`config.mk`:
```
export PLATFORM = sky130hd
export DESIGN_NAME = buf_irq_gate
export DESIGN_NICKNAME = d
export VERILOG_FILES = /design/src/logic/buf_irq_pkg.sv /design/src/logic/buf_irq_gate.sv
export SDC_FILE = /design/constraint.sdc
export NUM_CORES = 1
export LEC_CHECK = 0
export BUFFER_PORTS_ARGS = -buffer_cell sky130_fd_sc_hd__buf_2
export CAP_MARGIN = 20
export CORE_ASPECT_RATIO = 1.5
export CORE_MARGIN = 10
export CORE_UTILIZATION = 42
export CTS_CLUSTER_SIZE = 16
export DETAILED_ROUTE_END_ITERATION = 16
export MAX_ROUTING_LAYER = met4
export PLACE_DENSITY = 0.84
export SKIP_CTS_REPAIR_TIMING = 1
export SLEW_MARGIN = 20
export SYNTH_ARGS = -nofsm -noshare
export SYNTH_HDL_FRONTEND = slang
export SYNTH_SLANG_ARGS = --single-unit
```
`constraint.sdc`:
```
create_clock -name CLK -period 3.9 [get_ports CLK]
set_clock_uncertainty 0.2 [all_clocks]
set_input_delay 0.585 -clock CLK [delete_from_list [all_inputs] [get_ports CLK]]
set_output_delay 0.585 -clock CLK [all_outputs]
set_load 0.02 [all_outputs]
```
`src/logic/buf_irq_pkg.sv`:
```
// Package: register map, field layout and reset values of the buffer interrupt gating block
package buf_irq_pkg;
  // Register word byte addresses on the bus
  localparam logic [7:0] TXB_EN_ADDR  = 8'h00;
  localparam logic [7:0] BUF_EN_ADDR  = 8'h04;
  localparam logic [7:0] PIE_ADDR     = 8'h08;
  localparam logic [7:0] FLAG_ADDR    = 8'h0C;
  localparam logic [7:0] MODE_ADDR    = 8'h10;
  localparam logic [7:0] STAT_ADDR    = 8'h14;
  localparam logic [7:0] MASK_ADDR    = 8'h18;
  // Field layout
  localparam logic [7:0] TXB_EN_MASK  = 8'h1C;
  localparam int         TXB_EN_LSB   = 2;
  localparam int         PIE_TX_BIT   = 4;
  localparam int         PIE_RX_BIT   = 1;
  localparam int         FLAG_TX_BIT  = 4;
  localparam int         FLAG_RX_BIT  = 1;
  localparam logic [7:0] PIE_MASK     = 8'h12;
  localparam int         NUM_TXB      = 3;
  localparam int         NUM_BUF      = 8;
  localparam logic [1:0] MODE_LEGACY  = 2'h0;
  localparam logic [1:0] MODE_FIFO    = 2'h1;
  localparam logic [1:0] MODE_ENH     = 2'h2;
  localparam logic [7:0] REG_RESET    = 8'h00;
  localparam logic [1:0] MODE_RESET   = 2'h0;
  localparam logic [1:0] STAT_RESET   = 2'h0;
endpackage

```
`src/logic/buf_irq_gate.sv`:
```
// Per-buffer interrupt enable gating with a classic Wishbone register slave
// ====================================================================
// Notes on behaviour
// - Both enable registers exist and act only in modes 1 and 2.
// - Transmit enable bits 4..2 enable transmit buffers 2..0.
// - Transmit enable bits 7..5 and 1..0 read zero, ignore writes.
// - Transmit buffer interrupt at CPU_IRQ also needs the group transmit enable.
// - Buffer enable bits 7..2 enable programmable buffers 5..0.
// - Buffer enable bits 1..0 enable dedicated receive buffers 1..0.
// - Buffer enable interrupt at CPU_IRQ needs group transmit or group receive enable.
// - Implemented enable bits are read/write and reset to zero.
// - Group transmit enable gates all transmit buffer interrupts at CPU_IRQ in modes 1, 2.
// - Group transmit flag sets when any enabled transmit buffer completes.
// - Group receive flag sets when any enabled receive buffer receives.
`timescale 1ns/1ps
module buf_irq_gate (
  input  wire logic        CLK,
  input  wire logic        RESET,
  input  wire logic        CE,
  input  wire logic        WB_CYC_I,
  input  wire logic        WB_STB_I,
  input  wire logic        WB_WE_I,
  input  wire logic [7:0]  WB_ADR_I,
  input  wire logic [3:0]  WB_SEL_I,
  input  wire logic [31:0] WB_DAT_I,
  output logic      [31:0] WB_DAT_O,
  output logic             WB_ACK_O,
  input  wire logic [2:0]  TXB_DONE,
  input  wire logic [7:0]  BUF_EVENT,
  input  wire logic [7:0]  BUF_IS_TX,
  output logic             CPU_IRQ,
  output logic             IRQ
);

  // ====================================================================
  // Register state
  logic [7:0]  tx_buffer_irq_enable_reg, tx_buffer_irq_enable_next;
  logic [7:0]  buffer_irq_enable_reg,    buffer_irq_enable_next;
  logic [7:0]  periph_irq_enable_reg,    periph_irq_enable_next;
  logic [7:0]  periph_irq_flag_reg,      periph_irq_flag_next;
  logic [1:0]  mode_reg,                 mode_next;
  logic [1:0]  stat_reg,                 stat_next;
  logic [1:0]  mask_reg,                 mask_next;
  logic        ack_reg,                  ack_next;
  logic [31:0] dat_reg,                  dat_next;

  logic        enhanced;
  logic        access;
  logic        wr;
  logic        clr_tx_flag;
  logic        clr_rx_flag;
  logic [2:0]  tx_buf_irq_en_bits;
  logic [5:0]  prog_buf_irq_en_bits;
  logic [1:0]  dedicated_rx_irq_en_bits;
  logic [2:0]  txb_hit;
  logic [7:0]  buf_tx_hit;
  logic [7:0]  buf_rx_hit;
  logic        tx_event;
  logic        rx_event;
  logic        group_tx_irq_en;
  logic        group_rx_irq_en;
  logic        group_tx_irq_flag;
  logic        group_rx_irq_flag;

  // ====================================================================
  // Event gating
  // Enhanced modes only
  assign enhanced = (mode_reg == buf_irq_pkg::MODE_FIFO) || (mode_reg == buf_irq_pkg::MODE_ENH);

  assign tx_buf_irq_en_bits       = tx_buffer_irq_enable_reg[4:2];
  assign prog_buf_irq_en_bits     = buffer_irq_enable_reg[7:2];
  assign dedicated_rx_irq_en_bits = buffer_irq_enable_reg[1:0];
  assign group_tx_irq_en          = periph_irq_enable_reg[buf_irq_pkg::PIE_TX_BIT];
  assign group_rx_irq_en          = periph_irq_enable_reg[buf_irq_pkg::PIE_RX_BIT];
  assign group_tx_irq_flag        = periph_irq_flag_reg[buf_irq_pkg::FLAG_TX_BIT];
  assign group_rx_irq_flag        = periph_irq_flag_reg[buf_irq_pkg::FLAG_RX_BIT];

  // Per-buffer qualification, one slice per buffer
  genvar gi;
  generate
    for (gi = 0; gi < buf_irq_pkg::NUM_TXB; gi++) begin : g_txb
      assign txb_hit[gi] = TXB_DONE[gi] & tx_buf_irq_en_bits[gi];
    end
    for (gi = 0; gi < buf_irq_pkg::NUM_BUF; gi++) begin : g_buf
      // Buffer enable; dedicated receive buffers never transmit
      assign buf_tx_hit[gi] = BUF_EVENT[gi] & buffer_irq_enable_reg[gi] & BUF_IS_TX[gi]
                              & (gi >= 2);
      assign buf_rx_hit[gi] = BUF_EVENT[gi] & buffer_irq_enable_reg[gi]
                              & ~(BUF_IS_TX[gi] & (gi >= 2));
    end
  endgenerate

  assign tx_event = enhanced & ((|txb_hit) | (|buf_tx_hit));
  assign rx_event = enhanced & (|buf_rx_hit);

  // ====================================================================
  // Bus decode and next state
  assign access = WB_CYC_I & WB_STB_I & ~ack_reg;
  assign wr     = access & WB_WE_I & WB_SEL_I[0];
  assign clr_tx_flag = wr && (WB_ADR_I == buf_irq_pkg::FLAG_ADDR)
                       && !WB_DAT_I[buf_irq_pkg::FLAG_TX_BIT];
  assign clr_rx_flag = wr && (WB_ADR_I == buf_irq_pkg::FLAG_ADDR)
                       && !WB_DAT_I[buf_irq_pkg::FLAG_RX_BIT];

  // Register next values; hardware set wins over software clear
  always_comb begin
    tx_buffer_irq_enable_next = tx_buffer_irq_enable_reg;
    buffer_irq_enable_next    = buffer_irq_enable_reg;
    periph_irq_enable_next    = periph_irq_enable_reg;
    periph_irq_flag_next      = periph_irq_flag_reg;
    mode_next                 = mode_reg;
    stat_next                 = stat_reg;
    mask_next                 = mask_reg;
    ack_next                  = access;
    dat_next                  = 32'h0000_0000;
    if (wr) begin
      case (WB_ADR_I)
        buf_irq_pkg::TXB_EN_ADDR: if (enhanced) begin
          tx_buffer_irq_enable_next = WB_DAT_I[7:0] & buf_irq_pkg::TXB_EN_MASK;
        end
        buf_irq_pkg::BUF_EN_ADDR: if (enhanced) begin
          buffer_irq_enable_next = WB_DAT_I[7:0];
        end
        buf_irq_pkg::PIE_ADDR:  periph_irq_enable_next = WB_DAT_I[7:0] & buf_irq_pkg::PIE_MASK;
        buf_irq_pkg::MODE_ADDR: mode_next = WB_DAT_I[1:0];
        buf_irq_pkg::STAT_ADDR: stat_next = stat_reg & ~WB_DAT_I[1:0];
        buf_irq_pkg::MASK_ADDR: mask_next = WB_DAT_I[1:0];
        default: ;
      endcase
    end
    // Software may clear a flag by writing zero to it
    if (clr_tx_flag) periph_irq_flag_next[buf_irq_pkg::FLAG_TX_BIT] = 1'b0;
    if (clr_rx_flag) periph_irq_flag_next[buf_irq_pkg::FLAG_RX_BIT] = 1'b0;
    if (tx_event) periph_irq_flag_next[buf_irq_pkg::FLAG_TX_BIT] = 1'b1;
    if (rx_event) periph_irq_flag_next[buf_irq_pkg::FLAG_RX_BIT] = 1'b1;
    stat_next = stat_next | {rx_event, tx_event};
    if (access && !WB_WE_I) begin
      case (WB_ADR_I)
        buf_irq_pkg::TXB_EN_ADDR: dat_next[7:0] = enhanced ? tx_buffer_irq_enable_reg : 8'h00;
        buf_irq_pkg::BUF_EN_ADDR: dat_next[7:0] = enhanced ? buffer_irq_enable_reg : 8'h00;
        buf_irq_pkg::PIE_ADDR:    dat_next[7:0] = periph_irq_enable_reg;
        buf_irq_pkg::FLAG_ADDR:   dat_next[7:0] = periph_irq_flag_reg;
        buf_irq_pkg::MODE_ADDR:   dat_next[1:0] = mode_reg;
        buf_irq_pkg::STAT_ADDR:   dat_next[1:0] = stat_reg;
        buf_irq_pkg::MASK_ADDR:   dat_next[1:0] = mask_reg;
        default:                  dat_next = 32'h0000_0000;
      endcase
    end
  end

  // Registers; clock enable freezes everything
  always_ff @(posedge CLK or posedge RESET) begin
    if (RESET) begin
      tx_buffer_irq_enable_reg <= buf_irq_pkg::REG_RESET;
      buffer_irq_enable_reg    <= buf_irq_pkg::REG_RESET;
      periph_irq_enable_reg    <= buf_irq_pkg::REG_RESET;
      periph_irq_flag_reg      <= buf_irq_pkg::REG_RESET;
      mode_reg                 <= buf_irq_pkg::MODE_RESET;
      stat_reg                 <= buf_irq_pkg::STAT_RESET;
      mask_reg                 <= buf_irq_pkg::STAT_RESET;
      ack_reg                  <= 1'b0;
      dat_reg                  <= 32'h0000_0000;
    end else if (CE) begin
      tx_buffer_irq_enable_reg <= tx_buffer_irq_enable_next;
      buffer_irq_enable_reg    <= buffer_irq_enable_next;
      periph_irq_enable_reg    <= periph_irq_enable_next;
      periph_irq_flag_reg      <= periph_irq_flag_next;
      mode_reg                 <= mode_next;
      stat_reg                 <= stat_next;
      mask_reg                 <= mask_next;
      ack_reg                  <= ack_next;
      dat_reg                  <= dat_next;
    end
  end

  assign WB_ACK_O = ack_reg;
  assign WB_DAT_O = dat_reg;

  // ====================================================================
  // Interrupt outputs
  // Group enables gate delivery to the CPU
  assign CPU_IRQ = enhanced & ((group_tx_irq_flag & group_tx_irq_en)
                             | (group_rx_irq_flag & group_rx_irq_en));
  assign IRQ     = |(stat_reg & mask_reg);
endmodule

```
==> results.toml, run 1 <==
[sta]
rsz0062_at_grt = "false"
maxSlewViolCount = 0
min_period_ns = 2.28
timing.fmax_ghz = 0.439
slew_headroom = 0.579
tightest_slew_ns = 0.630
tns_ns = 0
hold_viol = 0
finalCritPeriodShare = 0.584
setup_viol = 0
final_critical_path_setup_slack_ns = 1.62

[detailed_routing]
ant_nets = 0
wl_per_cell_microns = 17.6
viasPerCell = 5.44
routed_wl_microns = 4620
drt_first_pass_iters = 4
dr_total_vias = 1432
drc = 0
drtIter0Drc = 70

[synthesis]
yosys_register_bits = 30
synthDistinctLibCells = 39
synthFlopType = "dfrtp_1"
synth-edff-count = 0
yosysSeqAreaShare = 0.425
synth_commonest_cells = "dfrtp_1, buf_4, mux2_2"
yosysTopAreaCellShare = 0.425
synth_area_leaders = "dfrtp_1, mux2_2, buf_4"
syn-instance-count = 162
yosysWarnings = 0
syn_area_sq_um = 1770
yosysMostFrequentCell = "dfrtp_1"
yosys.area.top_type = "dfrtp_1"
syn_area_per_cell_sq_um = 10.9
ys_async_sr_fraction = 1.00

[clock_network]
clk_pin_slew_ns = 0.06
cts_made_buffers = 5
cts_buffer_depth = 2
cts_tree = "done"
root_buffer = "clkbuf_8"
htreeDepth = 2
numClockSinks = 30
clk-insertion-delay-late_ns = 0.29

[floorplan]
core_sq_um = 3990
fp.dieArea_sq_um = 7260
die_h_microns = 99.5
num_io_pins = 104
dieWidth_microns = 73.0
start_util = 0.443
std_cell_rows = 28

[critical_path]
crit_chain = "xor2_1 > a21boi_0 > buf_2"
crit_type = "register to output port"
reg2reg_slack_ns = 2.02
crit_family = "flip-flops"
cp-start-kind = "register"
crit_fanout = 5
crit_slowest_cell = "dfrtp_1"
crit_required_ns = 3.12
crit_buf_inv = 1
endpoint_kind = "output port"
worst_path_largest_cell_delay_ns = 0.40
crit_arrival_ns = 1.49

[cells_and_area]
antennaDiodeCount = 0
layout.cells.non_filler = 263
fin_util = 0.520
nFillCells = 390
multi_input_area_sq_um = 906
drive_gt1_frac = 0.394
area_growth_syn_to_layout_pct = 17.5
nets = 286
fin_area_sq_um = 2080
seq_area_sq_um = 751

[global_route]
grt_pass1_wl_microns = 7360
gr-total-overflow = 0
grt_antenna_before_repair = 0
grt_max_degree = 17
grt_pass1_vias = 1579
grt.total_usage = 0.132

[placement]
placed_area_sq_um = 1990
hpwl_microns = 3840
gp_congestion = 0.931
place_ws_ns = 1.63
dp_cells = 255
portBuffers = 50

[power]
power_density_nw_per_um2 = 311
ir_drop_mv = 0.244
leakage_uw = 0.00108

[status]
status = "finished clean"

[min_path]
hp-class = "input port to asynchronous set/reset pin"

[run]
drv_cap = 0
[power breakdown]
part	switching, uW	internal (uW)
Combinational	52.1	23.2
Clock	115	142
Sequential	0.681	312
[cell families after synthesis]
kind of cell | after synthesis | share of synthesized area
and+or+nand+nor | 52 | 0.200
muxes | 21 | 0.132
other | 1 | 0.00212
AOI/OAI and AO/OA | 29 | 0.124
DFF | 30 | 0.425
buffers and inverters | 28 | 0.112
xor gates and xnor gates | 1 | 0.00495
[stage by stage]
step | total power, uW | hold WS, ns
6_report | 646 | 0.170
3_5_place_dp | 393 | 0.269
5_1_grt | 673 | 0.215
3_3_place_gp | 390 | 0.283
2_1_floorplan | 376 | 0.266
4_1_cts | 649 | 0.186
[final timing paths]
kind,from,end,cells past startpoint
worst min register to register,WB_DAT_O[3],WB_DAT_O[3],1
min in group CLK,WB_DAT_O[3],WB_DAT_O[3],1
worst max register to register,mode_reg[0],tx_buffer_irq_enable_reg[3],4
max in group asynchronous,RESET,buffer_irq_enable_reg[2],3
worst max-delay path,mode_reg[0],CPU_IRQ,3
worst min-delay path,RESET,periph_irq_enable_reg[1],2
[cells in the final DEF (no fill, tap or decap), types with 3 or more instances in the layout]
master      n
conb_1     24
buf_2      50
a22o_1      4
nand2_1    14
nor2b_1     3
o21ai_0     6
nand2b_1    3
dfrtp_1    30
mux2_2     19
nand3_1    12
o2bb2ai_1   3
a22oi_1     3
clkbuf_8    6
nand4_1     3
[metal layers]
layer,up-vias,GRT usage,wire [microns]
met5,-,-,0
met4,0,0.0704,131
met3,14,0.0537,419
met2,70,0.218,2410
met1,690,0.128,1650
li1,658,-,-
[layout make-up]
| type | count | area share |
|---|---|---|
| clock buffers | 7 | 0.0416 |
| clock inverters | 1 | 0.00241 |
| inverters | 2 | 0.00361 |
| multi-input cells | 127 | 0.436 |
| flip-flops and latches | 30 | 0.361 |
| well taps | 45 | 0.0271 |
| repair buffers | 51 | 0.128 |
Power figures use the tool's default switching activity.
==> run 2, diff against run 1 <==
--- a/config.mk
+++ b/config.mk
@@ -9,11 +9,11 @@
 export CAP_MARGIN = 20
 export CORE_ASPECT_RATIO = 1.5
 export CORE_MARGIN = 10
-export CORE_UTILIZATION = 42
+export CORE_UTILIZATION = 39
 export CTS_CLUSTER_SIZE = 16
 export DETAILED_ROUTE_END_ITERATION = 16
 export MAX_ROUTING_LAYER = met4
-export PLACE_DENSITY = 0.84
+export PLACE_DENSITY = 0.82
 export SKIP_CTS_REPAIR_TIMING = 1
 export SLEW_MARGIN = 20
 export SYNTH_ARGS = -nofsm -noshare
==> constraint.sdc (replaced) <==
create_clock -name CLK -period 2.08 [get_ports CLK]
set_clock_uncertainty 0.2 [all_clocks]
set_input_delay 0.312 -clock CLK [delete_from_list [all_inputs] [get_ports CLK]]
set_output_delay 0.312 -clock CLK [all_outputs]
set_load 0.02 [all_outputs]
==> results.toml, run 2 (synthesis gave the netlist of run 1 again) <==
[detailed_routing]
wl_per_cell_microns = 17.3
routed_wl_microns = 4610
drt_first_pass_iters = 4
viasPerCell = 5.36
drc = 0
dr_total_vias = 1432
ant_nets = 0
drtIter0Drc = 68

[placement]
portBuffers = 50
gp_congestion = 0.860
hpwl_microns = 3830

[power]
combPwrFrac = 0.119
ir_drop_mv = 0.466
swShare = 0.255
clock_power_share = 0.393
p_total_uw = 1200
switchingPower_uw = 306
power_density_nw_per_um2 = 572
p_int_uw = 896
sequentialPowerShare = 0.488
leakage_uw = 0.00109

[cells_and_area]
drive_gt1_frac = 0.403
most-common-layout-cells = "buf_2, dfrtp_1, conb_1"
fin_util = 0.487
antennaDiodeCount = 0
nets = 289
final_common_cell = "buf_2"
area_growth_syn_to_layout_pct = 19.0

[global_route]
grtUsageMet1 = 0.139
grt_pass1_vias = 1558
grt_antenna_before_repair = 0
grt.met2_usage = 0.226
busiest_layer = "met2"
grt_max_degree = 31
grt.total_usage = 0.133
use_met3 = 0.0427
grt_pass1_wl_microns = 7570
gr-total-overflow = 0

[floorplan]
num_io_pins = 104
start_util = 0.409
dieWidth_microns = 75.0
fp.dieArea_sq_um = 7680
std_cell_rows = 29
die_h_microns = 102
core_sq_um = 4320

[clock_network]
clk_pin_slew_ns = 0.06
root_buffer = "clkbuf_8"
numClockSinks = 30
cts_tree = "done"
cts_buffer_depth = 2
clk-insertion-delay-late_ns = 0.28
htreeDepth = 2
cts_made_buffers = 5

[critical_path]
endpoint_kind = "output port"
cp-start-kind = "register"
crit_fanout = 5
crit_required_ns = 1.57
rr_worst_depth = 4
crit_arrival_ns = 1.39
crit_type = "register to output port"

[status]
status = "finished clean"

[sta]
setup_viol = 0
slew_headroom = 0.578
tns_ns = 0
hold_viol = 0
finalCritPeriodShare = 0.915
timing.fmax_ghz = 0.525
rsz0062_at_grt = "false"
min_period_ns = 1.90
maxSlewViolCount = 0
tightest_slew_ns = 0.626

[min_path]
hp-class = "input port to register"
hold_depth = 2

[run]
drv_cap = 0
run 2: cell types whose count changed in the layout (fill, tap and decap cells not counted), sizes merged:
| cell | before | now |
|---|---|---|
| dlygate4sd3 | 0 | 1 |
| buf | 51 | 53 |
run 2: path summary, 6_finish.rpt:
| kind | startpoint | endpoint | slack (ns) |
|---|---|---|---|
| min in group asynchronous | RESET | tx_buffer_irq_enable_reg[3] | 0.45 |
| setup / recovery | mode_reg[1] | CPU_IRQ | 0.18 |
| hold / removal | WB_DAT_I[5] | buffer_irq_enable_reg[5] | 0.07 |
| hold reg to reg | WB_ACK_O | WB_ACK_O | 0.30 |
| setup reg to reg | WB_ACK_O | mask_reg[1] | 0.24 |
| max in group asynchronous | RESET | WB_DAT_O[6] | 0.95 |
run 2: per-stage QoR:
stage	setup WS, ns	hold WS, ns	cells	instance area (sq um)
6_report	0.177	0.0678	267	2100
3_3_place_gp	0.113	0.205	258	1990
2_1_floorplan	0.263	0.203	185	1850
4_1_cts	0.00393	-0.0991	266	2090
5_1_grt	0.0558	0.0628	267	2100
3_5_place_dp	0.0819	0.206	258	1990
run 2: layout make-up:
cell class / instances / area, sq um
clock buffers: 7 / 86.3
clock inverters: 1 / 5.00
fillers: 409 / 2210
inverters: 2 / 7.51
multi-input cells: 127 / 913
flip-flops and latches: 30 / 751
well taps: 46 / 57.6
repair buffers: 54 / 283
run 2: power groups by stage:
stage | sequential (uW) | combinational (uW) | clock (uW)
after global routing | 587 | 157 | 519
after CTS | 587 | 139 | 486
after global placement | 598 | 136 | 0
after detailed placement | 598 | 139 | 0
final | 587 | 143 | 473
after floorplan | 600 | 106 | 0
run 2: routing by layer:
layer  share of wire  vias up
met5               0        -
met1            0.41      709
met2            0.50       54
li1                -      664
met4           0.016        0
met3           0.075        5
run 2: critical path: stages, from the launching register on:
cell      delay [ns]
dfrtp_1         0.41
xor2_2          0.28
a21boi_1        0.23
buf_2           0.19
